`config.mk`:
```
export PLATFORM = sky130hd
export DESIGN_NAME = pcmc_top
export DESIGN_NICKNAME = d
export VERILOG_FILES = /design/src/hw/pcmc_pkg.sv /design/src/hw/pcmc_mode_decode.sv /design/src/hw/pcmc_irq_ctrl.sv /design/src/hw/pcmc_top.sv
export VERILOG_INCLUDE_DIRS = /design/src /design/src/hw
export SDC_FILE = /design/constraint.sdc
export NUM_CORES = 1
export LEC_CHECK = 0
export BUFFER_PORTS_ARGS = -buffer_cell sky130_fd_sc_hd__buf_2
export CAP_MARGIN = 20
export CORE_ASPECT_RATIO = 0.75
export CORE_UTILIZATION = 39
export CTS_BUF_LIST = sky130_fd_sc_hd__clkbuf_16
export CTS_CLUSTER_SIZE = 12
export DETAILED_ROUTE_END_ITERATION = 8
export GPL_ROUTABILITY_DRIVEN = 0
export GPL_TIMING_DRIVEN = 0
export PLACE_DENSITY = 0.67
export SLEW_MARGIN = 30
export SYNTH_ARGS = -nofsm -noshare
export SYNTH_HDL_FRONTEND = slang
export SYNTH_SLANG_ARGS = --single-unit
```
`constraint.sdc`:
```
create_clock -name clk -period 1.75 [get_ports clk]
set_input_delay 0 -clock clk [delete_from_list [all_inputs] [get_ports clk]]
set_output_delay 0 -clock clk [all_outputs]
set_load 0.02 [all_outputs]
```
`src/hw/pcmc_defs.svh`:
```
// Constants for the transceiver configuration and media status block.
// Assumes a byte-addressed register port with 32-bit words.
`ifndef PCMC_DEFS_SVH
`define PCMC_DEFS_SVH

// Register byte addresses
`define PCMC_OFS_CFG 16'h0004
`define PCMC_OFS_ISR 16'h0010
`define PCMC_OFS_IMR 16'h0014

// Field positions in the configuration and media status word
`define PCMC_B_SPEED 30
`define PCMC_B_NEGDN 27
`define PCMC_B_XCFG_HI 23
`define PCMC_B_XCFG_LO 18
`define PCMC_B_AUTOCLR 17
`define PCMC_B_PAUSE 16
`define PCMC_B_MODE_HI 15
`define PCMC_B_MODE_LO 13
`define PCMC_B_EXTSEL 12
`define PCMC_B_XRST 10
`define PCMC_B_PWRDN 9

// Event bits of the interrupt status and mask registers
`define PCMC_NUM_EV 3
`define PCMC_EV_NEGDN 0
`define PCMC_EV_XIRQ 1
`define PCMC_EV_SPEED 2

// Reset values
`define PCMC_XCFG_RST 6'h00
`define PCMC_MODE_RST 3'h0
`define PCMC_MASK_RST 3'h0

`endif

```
`src/hw/pcmc_pkg.sv`:
```
// Types shared by the transceiver configuration block.
// Assumes pcmc_defs.svh for the numeric constants.
package pcmc_pkg;

    // Negotiation mode select codes
    typedef enum logic [2:0] {
        PCMC_M_F10H = 3'b000,
        PCMC_M_A10 = 3'b001,
        PCMC_M_F100H = 3'b010,
        PCMC_M_A10_100H = 3'b011,
        PCMC_M_F10F = 3'b100,
        PCMC_M_A100 = 3'b101,
        PCMC_M_F100F = 3'b110,
        PCMC_M_AALL = 3'b111
    } pcmc_mode_t;

    // Decoded transceiver behaviour for one mode code
    typedef struct packed {
        logic anegEn;
        logic force100;
        logic forceFull;
        logic adv10Half;
        logic adv10Full;
        logic adv100Half;
        logic adv100Full;
    } pcmc_phymode_t;

    // State of the top module, apart from the interrupt status, mask and irq held in pcmc_irq_ctrl
    typedef struct packed {
        logic [5:0] xcvrCfg;
        logic autoClear;
        logic pauseAdv;
        logic [2:0] modeSel;
        logic extSel;
        logic xcvrRst;
        logic pwrDn;
        logic [1:0] syncDone;
        logic [1:0] syncActive;
        logic [1:0] syncSpeed;
        logic [1:0] syncIrq;
        logic negFlagQ;
        logic speedQ;
        logic xirqQ;
        logic [31:0] rdData;
        logic xcvrIrqClear;
        pcmc_phymode_t phyMode;
        logic advPause;
    } pcmc_state_t;

endpackage

```
`src/hw/pcmc_mode_decode.sv`:
```
// Decoder from the negotiation mode code to transceiver controls.
// Purely combinational; the caller registers the result.
`timescale 1ns/1ns
`default_nettype none
module pcmc_mode_decode
    import pcmc_pkg::*;
(
    input wire logic [2:0] modeSel,
    input wire logic pauseAdv,
    output pcmc_phymode_t phyMode,
    output logic advPause
);

    // One entry per code; every 3-bit value is legal
    function automatic pcmc_phymode_t pcmc_decode(input logic [2:0] code);
        pcmc_phymode_t m;
        m = '0;
        unique case (pcmc_mode_t'(code))
            PCMC_M_F10H: m = '0; // [RL8]
            PCMC_M_F100H: m.force100 = 1'b1; // [RL8]
            PCMC_M_F10F: m.forceFull = 1'b1; // [RL9]
            PCMC_M_F100F: begin // [RL9]
                m.force100 = 1'b1;
                m.forceFull = 1'b1;
            end
            PCMC_M_A10: begin // [RL10]
                m.anegEn = 1'b1;
                m.adv10Half = 1'b1;
                m.adv10Full = 1'b1;
            end
            PCMC_M_A10_100H: begin // [RL10]
                m.anegEn = 1'b1;
                m.adv10Half = 1'b1;
                m.adv100Half = 1'b1;
            end
            PCMC_M_A100: begin // [RL11]
                m.anegEn = 1'b1;
                m.adv100Half = 1'b1;
                m.adv100Full = 1'b1;
            end
            PCMC_M_AALL: begin // [RL11]
                m.anegEn = 1'b1;
                m.adv10Half = 1'b1;
                m.adv10Full = 1'b1;
                m.adv100Half = 1'b1;
                m.adv100Full = 1'b1;
            end
        endcase
        return m;
    endfunction

    // Pause rides only on a full-duplex advertisement
    always_comb begin
        phyMode = pcmc_decode(modeSel);
        advPause = pauseAdv & phyMode.anegEn & (phyMode.adv10Full | phyMode.adv100Full); // [RL6]
    end

endmodule
`default_nettype wire

```
`src/hw/pcmc_irq_ctrl.sv`:
```
// Sticky event status, mask and level interrupt.
// Assumes single-cycle event pulses and read strobes on the same clock.
`timescale 1ns/1ns
`default_nettype none
module pcmc_irq_ctrl #(
    parameter int NUM_EV = 3
) (
    input wire logic clk,
    input wire logic sys_rst,
    input wire logic [NUM_EV-1:0] evPulse,
    input wire logic statusRd,
    input wire logic maskWr,
    input wire logic [NUM_EV-1:0] maskData,
    output logic [NUM_EV-1:0] status,
    output logic [NUM_EV-1:0] mask,
    output logic irq
);

    typedef struct packed {
        logic [NUM_EV-1:0] status;
        logic [NUM_EV-1:0] mask;
        logic irq;
    } pcmc_irq_state_t;

    pcmc_irq_state_t cur;
    pcmc_irq_state_t next_cur;

    // A read clears, but an event in the same cycle survives it
    always_comb begin
        next_cur = cur;
        next_cur.status = (cur.status & ~{NUM_EV{statusRd}}) | evPulse;
        if (maskWr) begin
            next_cur.mask = maskData;
        end
        next_cur.irq = |(next_cur.status & next_cur.mask);
    end

    always_ff @(posedge clk) begin
        if (sys_rst) begin
            cur <= '0;
        end else begin
            cur <= next_cur;
        end
    end

    assign status = cur.status;
    assign mask = cur.mask;
    assign irq = cur.irq;

endmodule
`default_nettype wire

```
`src/hw/pcmc_top.sv`:
```
// Configuration and media status register for the internal transceiver.
// Assumes a plain register port on clk, an EEPROM loader pulsing on clk,
// and transceiver status lines that arrive from outside the clock domain.
//
// Operation
// [RL1] The negotiation done flag reads one when negotiation has finished or is not running.
// [RL2] A six-bit transceiver power-on option field sits in bits 23 to 18.
// [RL3] With auto-clear enabled, each read of the interrupt status clears the transceiver interrupt source.
// [RL4] With auto-clear disabled, software clears the transceiver interrupt through its own registers.
// [RL5] The pause-advertise bit is loaded from EEPROM at power-up and steers pause advertisement.
// [RL6] Pause is advertised only when the negotiation mode also advertises full duplex.
// [RL7] The three-bit negotiation mode is loaded from EEPROM and sets the negotiation default.
// [RL8] Codes 000 and 010 force 10 and 100 Mb/s half duplex without negotiation.
// [RL9] Codes 100 and 110 force 10 and 100 Mb/s full duplex without negotiation.
// [RL10] Codes 001 and 011 negotiate 10 half/full, and 10/100 half only.
// [RL11] Codes 101 and 111 negotiate 100 half/full, and 10/100 half/full.
// [RL12] Selecting the external transceiver enables the MII and sets the power-down bit.
// [RL13] The power-down bit forces the internal transceiver into low power.
// [RL14] The transceiver reset bit holds the transceiver in reset until cleared and reloads options.
// [RL15] The speed flag reads one at 100 Mb/s, forced or negotiated, and zero at 10 Mb/s.
// [RL16] Bits 26 to 24 and bit 11 read zero and ignore writes.
`timescale 1ns/1ns
`default_nettype none
`include "pcmc_defs.svh"
module pcmc_top
    import pcmc_pkg::*;
(
    input wire logic clk,
    input wire logic sys_rst,
    input wire logic [15:0] regAddr,
    input wire logic [31:0] regWrData,
    input wire logic regWr,
    input wire logic regRd,
    output logic [31:0] regRdData,
    output logic irq,
    input wire logic eeLoad,
    input wire logic eePauseAdv,
    input wire logic [2:0] eeModeSel,
    input wire logic phyNegDone,
    input wire logic phyNegActive,
    input wire logic phySpeed100,
    input wire logic phyIrq,
    output logic xcvrIrqClear,
    output logic [5:0] xcvrCfg,
    output logic xcvrAnegEn,
    output logic xcvrForce100,
    output logic xcvrForceFull,
    output logic xcvrAdv10Half,
    output logic xcvrAdv10Full,
    output logic xcvrAdv100Half,
    output logic xcvrAdv100Full,
    output logic xcvrAdvPause,
    output logic xcvrPowerDown,
    output logic xcvrReset,
    output logic miiEnable
);

    pcmc_state_t cur;
    pcmc_state_t next_cur;

    logic cfgSel;
    logic isrSel;
    logic imrSel;
    logic isrRead;
    logic imrWrite;
    logic negFlag;
    logic speedFlag;
    logic [`PCMC_NUM_EV-1:0] evPulse;
    logic [`PCMC_NUM_EV-1:0] evStatus;
    logic [`PCMC_NUM_EV-1:0] evMask;
    logic [`PCMC_NUM_EV-1:0] imrData;
    pcmc_phymode_t decMode;
    logic decPause;

    // Address decode; unmapped addresses read zero and drop writes
    assign cfgSel = (regAddr == `PCMC_OFS_CFG);
    assign isrSel = (regAddr == `PCMC_OFS_ISR);
    assign imrSel = (regAddr == `PCMC_OFS_IMR);
    assign isrRead = regRd & isrSel;
    assign imrWrite = regWr & imrSel;
    assign imrData = regWrData[`PCMC_NUM_EV-1:0];

    // Mode decode works on the stored code; its result is registered below
    pcmc_mode_decode u_decode (
        .modeSel(cur.modeSel),
        .pauseAdv(cur.pauseAdv),
        .phyMode(decMode),
        .advPause(decPause)
    );

    // Status flags seen by software, built from synchronised transceiver lines
    assign negFlag = cur.syncDone[1] | ~cur.phyMode.anegEn | ~cur.syncActive[1]; // [RL1]
    // Forced modes answer from the code, since the transceiver may not report them
    assign speedFlag = cur.phyMode.anegEn ? cur.syncSpeed[1] : cur.phyMode.force100; // [RL15]

    // Events: negotiation finishing, transceiver interrupt rising, speed change
    always_comb begin
        evPulse = '0;
        evPulse[`PCMC_EV_NEGDN] = negFlag & ~cur.negFlagQ;
        evPulse[`PCMC_EV_XIRQ] = cur.syncIrq[1] & ~cur.xirqQ;
        evPulse[`PCMC_EV_SPEED] = speedFlag ^ cur.speedQ;
    end

    pcmc_irq_ctrl #(
        .NUM_EV(`PCMC_NUM_EV)
    ) u_irq (
        .clk(clk),
        .sys_rst(sys_rst),
        .evPulse(evPulse),
        .statusRd(isrRead),
        .maskWr(imrWrite),
        .maskData(imrData),
        .status(evStatus),
        .mask(evMask),
        .irq(irq)
    );

    // Next state of the whole register block
    always_comb begin
        next_cur = cur;

        // Two-flop synchronisers; only the second stage is read elsewhere
        next_cur.syncDone = {cur.syncDone[0], phyNegDone};
        next_cur.syncActive = {cur.syncActive[0], phyNegActive};
        next_cur.syncSpeed = {cur.syncSpeed[0], phySpeed100};
        next_cur.syncIrq = {cur.syncIrq[0], phyIrq};
        next_cur.negFlagQ = negFlag;
        next_cur.speedQ = speedFlag;
        next_cur.xirqQ = cur.syncIrq[1];

        // Software write; reserved and unused bits have no storage
        if (regWr && cfgSel) begin // [RL16]
            next_cur.xcvrCfg = regWrData[`PCMC_B_XCFG_HI:`PCMC_B_XCFG_LO]; // [RL2]
            next_cur.autoClear = regWrData[`PCMC_B_AUTOCLR];
            next_cur.pauseAdv = regWrData[`PCMC_B_PAUSE];
            next_cur.modeSel = regWrData[`PCMC_B_MODE_HI:`PCMC_B_MODE_LO];
            next_cur.extSel = regWrData[`PCMC_B_EXTSEL];
            next_cur.xcvrRst = regWrData[`PCMC_B_XRST]; // [RL14]
            // External transceiver always drags power-down along
            next_cur.pwrDn = regWrData[`PCMC_B_PWRDN] | regWrData[`PCMC_B_EXTSEL]; // [RL12]
        end

        // EEPROM load wins over a software write in the same cycle
        if (eeLoad) begin
            next_cur.pauseAdv = eePauseAdv; // [RL5]
            next_cur.modeSel = eeModeSel; // [RL7]
        end

        // Registered transceiver controls
        next_cur.phyMode = decMode;
        next_cur.advPause = decPause; // [RL6]

        // Auto-clear pulse toward the transceiver; without it software must clear
        next_cur.xcvrIrqClear = isrRead & cur.autoClear; // [RL3]

        // Read data stands only in the cycle after the strobe
        next_cur.rdData = '0;
        if (regRd) begin
            if (cfgSel) begin
                next_cur.rdData[`PCMC_B_SPEED] = speedFlag; // [RL15]
                next_cur.rdData[`PCMC_B_NEGDN] = negFlag; // [RL1]
                next_cur.rdData[`PCMC_B_XCFG_HI:`PCMC_B_XCFG_LO] = cur.xcvrCfg; // [RL2]
                next_cur.rdData[`PCMC_B_AUTOCLR] = cur.autoClear;
                next_cur.rdData[`PCMC_B_PAUSE] = cur.pauseAdv;
                next_cur.rdData[`PCMC_B_MODE_HI:`PCMC_B_MODE_LO] = cur.modeSel;
                next_cur.rdData[`PCMC_B_EXTSEL] = cur.extSel;
                next_cur.rdData[`PCMC_B_XRST] = cur.xcvrRst;
                next_cur.rdData[`PCMC_B_PWRDN] = cur.pwrDn;
            end else if (isrSel) begin
                next_cur.rdData[`PCMC_NUM_EV-1:0] = evStatus;
            end else if (imrSel) begin
                next_cur.rdData[`PCMC_NUM_EV-1:0] = evMask;
            end
        end
    end

    // Single register stage; sys_rst is the only reset that lands here
    always_ff @(posedge clk) begin
        if (sys_rst) begin
            cur <= '0;
            cur.xcvrCfg <= `PCMC_XCFG_RST;
            cur.modeSel <= `PCMC_MODE_RST;
            // Done flag idles high with negotiation off; a low history would fake an event
            cur.negFlagQ <= 1'b1;
        end else begin
            cur <= next_cur;
        end
    end

    // Outputs come straight from the state register
    assign regRdData = cur.rdData;
    assign xcvrIrqClear = cur.xcvrIrqClear;
    assign xcvrCfg = cur.xcvrCfg;
    assign xcvrAnegEn = cur.phyMode.anegEn;
    assign xcvrForce100 = cur.phyMode.force100;
    assign xcvrForceFull = cur.phyMode.forceFull;
    assign xcvrAdv10Half = cur.phyMode.adv10Half;
    assign xcvrAdv10Full = cur.phyMode.adv10Full;
    assign xcvrAdv100Half = cur.phyMode.adv100Half;
    assign xcvrAdv100Full = cur.phyMode.adv100Full;
    assign xcvrAdvPause = cur.advPause;
    assign xcvrPowerDown = cur.pwrDn; // [RL13]
    // Held until software clears it; options above are what it reloads
    assign xcvrReset = cur.xcvrRst; // [RL14]
    assign miiEnable = cur.extSel; // [RL12]

endmodule
`default_nettype wire

```
### Word level (Yosys, flattened, before mapping)

Cells that the tools add are included.

| storage, ports and cells | value |
|---|---|
| flip-flop bits (word level) | 73 |
| input port bits | 61 |
| output and inout bits | 51 |
| word-level logic and storage cells | 86 |

| operators by class | value |
|---|---|
| equal/unequal tests | 10 |
| multiplexer cells | 13 |
| bitwise gates (word level) | 22 |
| reduce and logical (&&, ||, !) cells | 12 |

Operators by type and width:

| operator | number |
|---|---|
| $eq 16x5->1 const B | 2 |
| $eq 16x3->1 const B | 1 |
| $reduce_or 3->1 | 5 |
| $mux 14 | 1 |
| $eq 3x3->1 const B | 4 |
| $mux 3 | 3 |
| $mux 1 | 8 |
| $reduce_or 2->1 | 4 |
| $and 1x1->1 | 7 |
| $and 3x3->3 | 2 |
| $eq 3x2->1 const B | 2 |
| $not 1->1 | 6 |
| $mux 4 | 1 |
| $or 1x1->1 | 4 |
| $reduce_or 4->1 | 1 |
| $eq 3x1->1 const B | 1 |
| $not 3->3 | 1 |
| $or 3x3->3 | 1 |
| $reduce_bool 2->1 | 1 |
| $logic_and 1x1->1 | 1 |
| $xor 1x1->1 | 1 |

### Depth between registers and ports, before layout

Gate-level depths: netlist (run 1).

| logic depth | value |
|---|---|
| depth in word-level cells | 7 |
| gate-level depth with buffers | 6 |
| depth with buffers taken out | 5 |

### Hierarchy

A second synthesis (run 1) with hierarchy kept.

| second synthesis, totals | value |
|---|---|
| cells, all modules | 249 |
| area, all modules | 2393.5 um2 |

By module, submodules not included:

| module | times used | cells each | area an instance (um2) | sequential area each (um2) |
|---|---|---|---|---|
| pcmc_top | 1 | 214 | 2077.0 | 1061.0 |
| pcmc_irq_ctrl | 1 | 25 | 254.0 | 140.1 |
| pcmc_mode_decode | 1 | 10 | 62.6 | 0.0 |

### Worst setup path before layout (run 1)

No wires, ideal clock.

| timing path | value |
|---|---|
| path type | register -> register |
| from | reg cur, in the netlist xcvrAnegEn |
| to | reg u_irq.cur, in the netlist u_irq.irq |
| setup time | 122 ps |
| arrival | 1312 ps |
| data required time | 1628 ps |
| slack | 317 ps |
| stages on the path, launching flop included | 5 |
| buffers on the path | 0 |
| period minus slack after synthesis | 1433 ps |
| path through | dfxtp_1 -> mux2i_1 -> xor2_1 -> a21oi_1 -> a221o_1 |

| on the way | value |
|---|---|
| longest elaborated chain between the ends | 7 |
| elaborated cells between the ends (all ways) | 9 |

Ends and longest elaborated chain:

| item | line | RTL |
|---|---|---|
| start: declaration | pcmc_top.sv:58 | `pcmc_state_t cur;` |
| start signal: assignment | pcmc_top.sv:186 | `cur <= next_cur;` |
| $not 1->1 | pcmc_top.sv:92 | `assign negFlag = cur.syncDone[1] \| ~cur.phyMode.anegEn \| ~cur.syncActive[1];` |
| $or 1x1->1 (2 in series) | pcmc_top.sv:92 |  |
| $and 1x1->1 | pcmc_top.sv:99 | `` evPulse[`PCMC_EV_NEGDN] = negFlag & ~cur.negFlagQ; `` |
| $or 3x3->3 (*) | pcmc_irq_ctrl.sv:31 | `next_cur.status = (cur.status & ~{NUM_EV{statusRd}}) \| evPulse;` |
| $and 3x3->3 (*) | pcmc_irq_ctrl.sv:35 | `next_cur.irq = \|(next_cur.status & next_cur.mask);` |
| $reduce_or 3->1 (*) | pcmc_irq_ctrl.sv:35 |  |
| end signal: assignment | pcmc_irq_ctrl.sv:42 | `cur <= next_cur;` |
| end: declaration | pcmc_irq_ctrl.sv:25 | `pcmc_irq_state_t cur;` |

Every way passes the cells marked *; elsewhere a longest branch is shown, timed or not.
A chain may end at the register's enable or synchronous reset.

### Final worst setup path (run 1)

| timing path | value |
|---|---|
| from | in regAddr[4] |
| to | reg u_irq.cur, in the netlist u_irq.irq |

| on the way | value |
|---|---|
| longest elaborated chain between the ends | 7 |
| elaborated cells between the ends (all ways) | 10 |

Ends and longest elaborated chain:

| item | line | RTL |
|---|---|---|
| start: declaration | pcmc_top.sv:30 | `input wire logic [15:0] regAddr,` |
| $eq 16x5->1 (no line) | -- |  |
| $and 1x1->1 | pcmc_top.sv:79 | `assign isrRead = regRd & isrSel;` |
| $not 3->3 | pcmc_irq_ctrl.sv:31 |  |
| $and 3x3->3 | pcmc_irq_ctrl.sv:31 |  |
| $or 3x3->3 | pcmc_irq_ctrl.sv:31 |  |
| $and 3x3->3 (*) | pcmc_irq_ctrl.sv:35 |  |
| $reduce_or 3->1 (*) | pcmc_irq_ctrl.sv:35 |  |

Marked as above.

==> run summary, run 1 <==
Comb pwr share -> 6.8%
DP Worst Slack -> -0.0368 ns
first-pass GRT wire length -> 7.45 mm
number of enable-type register cells in the synthesized netlist -> 0
cell leakage power -> 1.60 nW
count of cells along the worst register-to-register path -> 4
sequential cell fraction of total power -> 41.9%
data arrival at the endpoint of the critical path -> 1.82 ns
CTS clk-pin slew, worst paths -> 0.05 ns
share of total power in the clock network -> 51.3%
fraction of layout cells with a size suffix above 1 -> 41.0%
worst flop-to-flop path startpoint -> xcvrAnegEn$_SDFF_PP0_
die outline area -> 0.00631 sq mm
worst setup slack for register-to-register paths -> 0.22 ns
synthesized-area fraction occupied by adder cells -> 0%
placeable core region -> 0.00580 sq mm
global router's overall resource usage -> 15.6%
sink of the worst hold path -> u_irq.mask[1]$_SDFF_PP0_
main combinational cell family by area after synthesis -> simple AND/OR/NAND/NOR gates
half-perimeter wire length after detailed placement -> 3.34 mm
class of the worst hold path -> input pin to flop
internal power of the cells -> 2.61 mW
number of synthesized register bits -> 60
ANT nets after route -> 0
max-slew violation total from the final report -> 0
fraction of synthesis flops using an asynchronous set or reset pin -> 0%
ratio of routed vias to standard cells -> 4.13
synth warn -> 0
compound-cell area share of the yosys netlist -> 5.09%
H-tree lvl count -> 3
CTS tree -> yes
Syn Area/Cell -> 10.4 sq um
setup repair after global routing missed its margin -> false
xor and xnor fraction of the mapped netlist area -> 0.375%
post-layout worst setup margin -> 0.135 ns
switching power total -> 0.743 mW
final period demand of the worst path -> 1.61 ns
setup fix buffers added after clock tree synthesis -> 0
worst-path maximum fanout -> 8
antenna violations before repair -> 0
number of hold violations in the final report -> 0
Unique masters post-synth -> 35
startpoint of the worst hold path -> regWrData[1]
DRC violation total after the first TritonRoute iteration -> 48
DRC violation count after routing -> 0
max-capacitance violation count -> 0
share of synthesized cell area in and, or, nand and nor gates -> 20.2%
part of the cycle the worst path needs -> 92.3%
via count of the first global-routing pass -> 1705
DRT Wirelength -> 4.52 mm
TritonRoute pass-1 iters -> 4
Max rail drop VDD -> 0.527 mV
startpoint-to-endpoint class of the critical path -> input pin to flop
effective utilization at floorplan -> 40.3%
data required time of the worst path -> 1.96 ns
area of the mapped netlist -> 0.00234 sq mm
horizontal die dimension -> 91.4 microns
count of input and output buffers -> 80
Seq/Total Area, Yosys -> 51.4%
via count -> 1771
element type at the critical path end -> flop
Clock Tree Buf Depth -> 2
number of endpoints failing setup at the final stage -> 0
Worst Setup Start Kind -> input pin
area taken by multi-input logic gates -> 841 sq um
buffer type at the clock tree root -> sky130_fd_sc_hd__clkbuf_16
largest net degree at the start of global routing -> 13
Fin Setup TNS -> 0 ns
share of cell area taken by muxes after synthesis -> 8.24%
Worst-Skew Late Latency -> 0.32 ns
outcome -> complete, no violations
number of fill cells -> 515
Num Clock Sinks -> 60
Post-synth top flop -> sky130_fd_sc_hd__dfxtp_1
CTS buffer count -> 9
number of cells on the worst hold path -> 3
number of antenna diodes -> 0
instance count of the mapped netlist -> 224
number of rows in the core area -> 24
launch point of the worst path -> regAddr[4]
Sw Ratio -> 22.1%
number of ports placed on the die boundary -> 112
height of the die -> 69.0 microns
highest attainable clock frequency -> 619 MHz
Max Clock Skew -> 0.00617 ns
grt total ovfl -> 0
P per Cell Area -> 996 mW/mm^2
signed area change from the synthesized netlist to the final layout -> 44.3%
post-layout net count -> 407
register cell area after layout -> 0.00120 sq mm
worst hold slack -> 0.00949 ns
drt wl/cell -> 10.5 microns
R2R Path End -> u_irq.irq$_SDFF_PP0_
layer usage:
layer	routed length, microns	global-route usage [%]	part of all wire (%)
met1	2090	18.3	46
met2	2060	24.1	46
met3	280	8.06	6.2
met4	91	6.35	2.0
met5	0	0	0
layout by cell type, fill, tap and decap left out, types with 2 or more instances in the layout:
master / count
sky130_fd_sc_hd__and2_1: 14
sky130_fd_sc_hd__buf_2: 82
sky130_fd_sc_hd__clkinv_4: 2
sky130_fd_sc_hd__dfxtp_1: 60
sky130_fd_sc_hd__nor3b_1: 3
sky130_fd_sc_hd__clkbuf_1: 5
sky130_fd_sc_hd__a211oi_1: 4
sky130_fd_sc_hd__nor2_1: 24
sky130_fd_sc_hd__a21oi_1: 5
sky130_fd_sc_hd__clkbuf_16: 9
sky130_fd_sc_hd__nor4_4: 3
sky130_fd_sc_hd__nand2_1: 2
sky130_fd_sc_hd__nor3_1: 2
sky130_fd_sc_hd__nand2b_1: 3
sky130_fd_sc_hd__o21ai_0: 4
sky130_fd_sc_hd__nor4_1: 3
sky130_fd_sc_hd__buf_4: 38
sky130_fd_sc_hd__mux2_1: 2
sky130_fd_sc_hd__nand4_1: 2
sky130_fd_sc_hd__nor2b_1: 11
sky130_fd_sc_hd__clkinvlp_4: 2
sky130_fd_sc_hd__conb_1: 13
sky130_fd_sc_hd__dlygate4sd3_1: 19
sky130_fd_sc_hd__mux2i_1: 17
sky130_fd_sc_hd__inv_1: 4
flip-flops by register name, summed over array words and instances (netlist names):
signal and cells:
cur 16, miiEnable 1, regRdData 19, u_irq.irq 1
u_irq.mask 3, u_irq.status 3, xcvrAdv100Full 1, xcvrAdv100Half 1
xcvrAdv10Full 1, xcvrAdv10Half 1, xcvrAdvPause 1, xcvrAnegEn 1
xcvrCfg 6, xcvrForce100 1, xcvrForceFull 1, xcvrIrqClear 1
xcvrPowerDown 1, xcvrReset 1
synth_stat cells, drive strengths merged, types with 4 or more instances:
| library cell | number | share of area [%] |
|---|---|---|
| clkbuf | 5 | 0.80 |
| inv | 4 | 0.64 |
| buf | 41 | 13 |
| o21ai | 5 | 1.1 |
| a211oi | 5 | 1.8 |
| nor2b | 11 | 2.9 |
| and2 | 14 | 3.7 |
| a21oi | 5 | 1.1 |
| nor2 | 24 | 3.9 |
| mux2i | 17 | 7.3 |
| nor4 | 6 | 3.5 |
| dfxtp | 60 | 51 |
cells by family (layout without fill, tap and decap cells):
family,after synthesis,in the layout
AOI/OAI and AO/OA,18,18
xor gates and xnor gates,1,1
buffers and inverters,50,165
DFF,60,60
muxes,19,19
other,1,13
and+or+nand+nor,75,75
per-stage QoR:
step | instance area, sq um | power [mW] | util (%) | cells
after detailed placement | 2880 | 1.63 | 49.7 | 394
after floorplan | 2380 | 1.55 | - | 236
final | 3370 | 3.36 | 58.2 | 429
after CTS | 3370 | 3.40 | 58.2 | 429
after global routing | 3370 | 3.50 | 58.2 | 429
after global placement | 2880 | 1.63 | 49.7 | 394
worst max-delay path, stage by stage:
cell and delay (ns):
sky130_fd_sc_hd__dlygate4sd3_1 0.52, sky130_fd_sc_hd__buf_2 0.20, sky130_fd_sc_hd__nor3b_1 0.20, sky130_fd_sc_hd__nand4_1 0.21
sky130_fd_sc_hd__o21ai_0 0.29, sky130_fd_sc_hd__a221oi_1 0.13, sky130_fd_sc_hd__a221o_1 0.27
area by class of cell:
type / count / share of cell area, %
multi-input cells: 126 / 24.9
clock inverters: 7 / 2.26
well taps: 78 / 2.89
inverters: 4 / 0.445
clock buffers: 9 / 6.68
repair buffers: 99 / 17.5
plain buffers: 46 / 9.65
flip-flops and latches: 60 / 35.6
power groups by stage:
stage          sequential [mW]  clock (mW)  combinational, mW
2_1_floorplan             1.44           0              0.111
3_3_place_gp              1.44           0              0.193
3_5_place_dp              1.44           0              0.195
4_1_cts                   1.41        1.76              0.228
5_1_grt                   1.41        1.84              0.250
6_report                  1.41        1.72              0.228
worst max-delay path by stage:
stage                               endpoint  slack, ns  depth (start not counted)
floorplan               u_irq.irq$_SDFF_PP0_       0.32                          4
global placement        cur[59]$_SDFFE_PP0N_      0.007                          7
detailed placement  regRdData[19]$_SDFF_PP0_      -0.04                          6
CTS                     u_irq.irq$_SDFF_PP0_       0.14                          7
global route            u_irq.irq$_SDFF_PP0_      0.004                          7
finish                  u_irq.irq$_SDFF_PP0_       0.14                          7
timing repair:
action                                  in CTS  in global routing
resized for setup                            0                  1
endpoints found under the setup margin       0                  1
hold buffers                                19                  0
endpoints found under the hold margin       21                  0
(Power assumes the default switching activity.)
==> inputs of run 2 (changes only) <==
ABC_AREA = 1   (was default)
clock period = 2.04 ns   (was 1.75 ns; I/O delays follow)
==> run summary, run 2 <==
Seq/Total Area, Yosys -> 50.2% (was 51.4%)
fraction of synthesis flops using an asynchronous set or reset pin -> 0% (unchanged)
worst hold slack -> 0.00796 ns (was 0.00949 ns)
class of the worst hold path -> input pin to flop (unchanged)
H-tree lvl count -> 3 (unchanged)
switching power total -> 0.605 mW (was 0.743 mW)
buffer type at the clock tree root -> sky130_fd_sc_hd__clkbuf_16 (unchanged)
max-capacitance violation count -> 0 (unchanged)
die outline area -> 0.00646 sq mm (was 0.00631 sq mm)
Max Clock Skew -> 0.00536 ns (was 0.00617 ns)
Max rail drop VDD -> 0.626 mV (was 0.527 mV)
instance count of the mapped netlist -> 283 (was 224)
Sw Ratio -> 21.4% (was 22.1%)
most numerous cell in the Yosys netlist -> sky130_fd_sc_hd__dfxtp_1 (unchanged)
DRC violation total after the first TritonRoute iteration -> 104 (was 48)
commonest non-fill, non-tap cell in the layout -> sky130_fd_sc_hd__buf_2 (unchanged)
horizontal die dimension -> 92.5 microns (was 91.4 microns)
Syn Area/Cell -> 8.46 sq um (was 10.4 sq um)
CTS tree -> yes (unchanged)
largest net degree at the start of global routing -> 11 (was 13)
data arrival at the endpoint of the critical path -> 2.22 ns (was 1.82 ns)
half-perimeter wire length after detailed placement -> 3.58 mm (was 3.34 mm)
startpoint-to-endpoint class of the critical path -> input pin to flop (unchanged)
Max stage delay cell, worst path -> sky130_fd_sc_hd__dlygate4sd3_1 (unchanged)
Synth area leaders -> sky130_fd_sc_hd__dfxtp_1, sky130_fd_sc_hd__buf_4, sky130_fd_sc_hd__nor2_1 (was sky130_fd_sc_hd__dfxtp_1, sky130_fd_sc_hd__buf_4, sky130_fd_sc_hd__mux2i_1)
number of endpoints failing setup at the final stage -> 0 (unchanged)
number of antenna diodes -> 0 (unchanged)
Clock Tree Buf Depth -> 2 (unchanged)
cells along the critical path -> dlygate4sd3_1 -> buf_2 -> nor2_1 -> nand2_1 -> dlygate4sd3_1 -> nor4_2 -> dlygate4sd3_1 (was dlygate4sd3_1 -> buf_2 -> nor3b_1 -> nand4_1 -> o21ai_0 -> a221oi_1 -> a221o_1)
CP dominant cell by count -> sky130_fd_sc_hd__dlygate4sd3_1
number of hold violations in the final report -> 0 (unchanged)
height of the die -> 69.9 microns (was 69.0 microns)
part of the cycle the worst path needs -> 95.8%
Post-synth top flop -> sky130_fd_sc_hd__dfxtp_1 (unchanged)
leading area contributor after synthesis -> sky130_fd_sc_hd__dfxtp_1 (unchanged)
number of enable-type register cells in the synthesized netlist -> 0 (unchanged)
Num Clock Sinks -> 60 (unchanged)
final instance area -> 0.00354 sq mm (was 0.00337 sq mm)
area of the mapped netlist -> 0.00239 sq mm (was 0.00234 sq mm)
TritonRoute pass-1 iters -> 4 (unchanged)
post-layout net count -> 478 (was 407)
post-layout worst setup margin -> 0.0848 ns (was 0.135 ns)
global router's overall resource usage -> 17.3% (was 15.6%)
cell leakage power -> 1.72 nW (was 1.60 nW)
setup fix buffers added after clock tree synthesis -> 0 (unchanged)
data required time of the worst path -> 2.30 ns (was 1.96 ns)
first-pass GRT wire length -> 8.41 mm (was 7.45 mm)
CTS buffer count -> 9 (unchanged)
drt wl/cell -> 10.5 microns (about the same)
synth warn -> 0 (unchanged)
CTS clk-pin slew, worst paths -> 0.05 ns (about the same)
top cells by instance count after synthesis -> sky130_fd_sc_hd__dfxtp_1, sky130_fd_sc_hd__nor2_1, sky130_fd_sc_hd__buf_4, sky130_fd_sc_hd__nand2_1, sky130_fd_sc_hd__inv_1 (was sky130_fd_sc_hd__dfxtp_1, sky130_fd_sc_hd__buf_4, sky130_fd_sc_hd__nor2_1, sky130_fd_sc_hd__mux2i_1, sky130_fd_sc_hd__and2_1)
power consumption -> 2.83 mW (was 3.36 mW)
number of rows in the core area -> 24 (unchanged)
Worst Setup Start Kind -> input pin (unchanged)
DRC violation count after routing -> 0 (unchanged)
ANT nets after route -> 0 (unchanged)
grt total ovfl -> 0 (unchanged)
highest attainable clock frequency -> 511 MHz
sequential cell fraction of total power -> 42.6% (was 41.9%)
count of input and output buffers -> 82 (was 80)
number of fill cells -> 532 (was 515)
Placed Area -> 0.00295 sq mm (was 0.00288 sq mm)
P per Cell Area -> 800 mW/mm^2 (was 996 mW/mm^2)
via count -> 2089 (was 1771)
number of ports placed on the die boundary -> 112 (unchanged)
worst-path maximum fanout -> 2 (was 8)
commonest cells after routing, fill and taps aside -> sky130_fd_sc_hd__buf_2, sky130_fd_sc_hd__dfxtp_1, sky130_fd_sc_hd__nor2_1 (was sky130_fd_sc_hd__buf_2, sky130_fd_sc_hd__dfxtp_1, sky130_fd_sc_hd__buf_4)
Fin Setup TNS -> 0 ns (unchanged)
count of placed standard cells in the final layout, fillers left out -> 500 (was 429)
via count of the first global-routing pass -> 1918 (was 1705)
routing usage on met3 -> 6.75% (was 8.06%)
Unique masters post-synth -> 30 (was 35)
ratio of routed vias to standard cells -> 4.18 (was 4.13)
fraction of the core area covered by cells at the end of the flow -> 60.4% (was 58.2%)
DRT Wirelength -> 5.23 mm (was 4.52 mm)
element type at the critical path end -> flop (unchanged)
share of the synthesized area in the top cell type -> 50.2% (was 51.4%)
Cells after DPL -> 455 (was 394)
final period demand of the worst path -> 1.96 ns
placeable core region -> 0.00586 sq mm (was 0.00580 sq mm)
number of flip-flops under the largest register name -> 19 (unchanged)
DP Worst Slack -> 0.806 ns (was -0.0368 ns)
Comb pwr share -> 7.2% (was 6.8%)
GRT met2 Usage -> 26.9% (was 24.1%)
max-slew violation total from the final report -> 0 (unchanged)
number of synthesized register bits -> 60 (unchanged)
effective utilization at floorplan -> 40.9% (was 40.3%)
Worst-Skew Late Latency -> 0.32 ns (about the same)
share of total power in the clock network -> 50.2% (was 51.3%)
internal power of the cells -> 2.22 mW (was 2.61 mW)
most used routing layer in global routing -> met2 (unchanged)
signed area change from the synthesized netlist to the final layout -> 47.8% (was 44.3%)
grt met1 use -> 20.7% (was 18.3%)
CP max stage delay -> 0.59 ns (was 0.52 ns)
antenna violations before repair -> 0 (unchanged)
fraction of layout cells with a size suffix above 1 -> 37.7% (was 41.0%)
outcome -> complete, no violations (unchanged)
run 2: changes by cell type after synthesis, moves of 4 or more:
cell                       change
sky130_fd_sc_hd__nand2_1      +31
sky130_fd_sc_hd__inv_1        +26
sky130_fd_sc_hd__nor2_1       +23
sky130_fd_sc_hd__mux2i_1      -17
sky130_fd_sc_hd__nand3_1      +15
sky130_fd_sc_hd__and2_1       -13
sky130_fd_sc_hd__nor2b_1      -11
sky130_fd_sc_hd__a211oi_2      +7
sky130_fd_sc_hd__a21oi_1       +7
sky130_fd_sc_hd__a31oi_1       +4
sky130_fd_sc_hd__nand3_2       +4
sky130_fd_sc_hd__o21ai_0       -4
run 2: kinds of logic (layout without fill, tap and decap cells):
family	after synthesis	in the layout	share of synthesized area, %
flip-flops	60	60	50.2
other	1	13	0.157
AND/OR/NAND/NOR	114	114	21.3
AO/OA/AOI/OAI	29	29	9.09
buffers and inverters	78	205	19.0
XOR/XNOR	1	1	0.366
run 2: routing by layer:
layer	share of wire, %	wire length [microns]	vias up
met5	0	0	-
met4	1.7	89	0
met3	7.8	410	11
met2	45	2360	78
met1	45	2370	895
li1	-	-	1105
run 2: final timing paths:
path,cells after the start,slack (ns),to,from
max,7,0.08,xcvrIrqClear$_SDFF_PP0_,regAddr[8]
min,3,0.008,xcvrCfg[3]$_SDFFE_PP0N_,regWrData[21]
max reg2reg,3,0.75,cur[57]$_SDFFE_PP0P_,cur[57]$_SDFFE_PP0P_
min reg2reg,2,0.40,cur[45]$_SDFF_PP0_,cur[44]$_SDFF_PP0_
run 2: layout make-up:
cell class              instances  area, sq um  area share [%]
plain buffers                  46          337            9.51
clock buffers                   9          225            6.36
clock inverters                 7         58.8            1.66
inverters                      32          120            3.39
multi-input cells             157          798            22.6
flip-flops and latches         60         1200            33.9
well taps                      78         97.6            2.76
repair buffers                111          701            19.8
run 2: worst max-delay path: cells and delay by family:
| kind | cells | cell delay [ns] |
|---|---|---|
| buf+inv | 4 | 1.80 |
| simple gates | 3 | 0.41 |
run 2: timing repair:
item                                    4_1_cts  5_1_grt
hold buffers                                 29        0
resized for setup                             0        3
endpoints found under the setup margin        0        3
endpoints found under the hold margin        21        0
run 2: power groups by stage:
stage / clock network, mW / logic, mW / registers (mW)
detailed placement: 0 / 0.160 / 1.23
global placement: 0 / 0.158 / 1.23
floorplan: 0 / 0.0932 / 1.23
CTS: 1.44 / 0.201 / 1.20
finish: 1.42 / 0.204 / 1.21
global route: 1.50 / 0.224 / 1.21
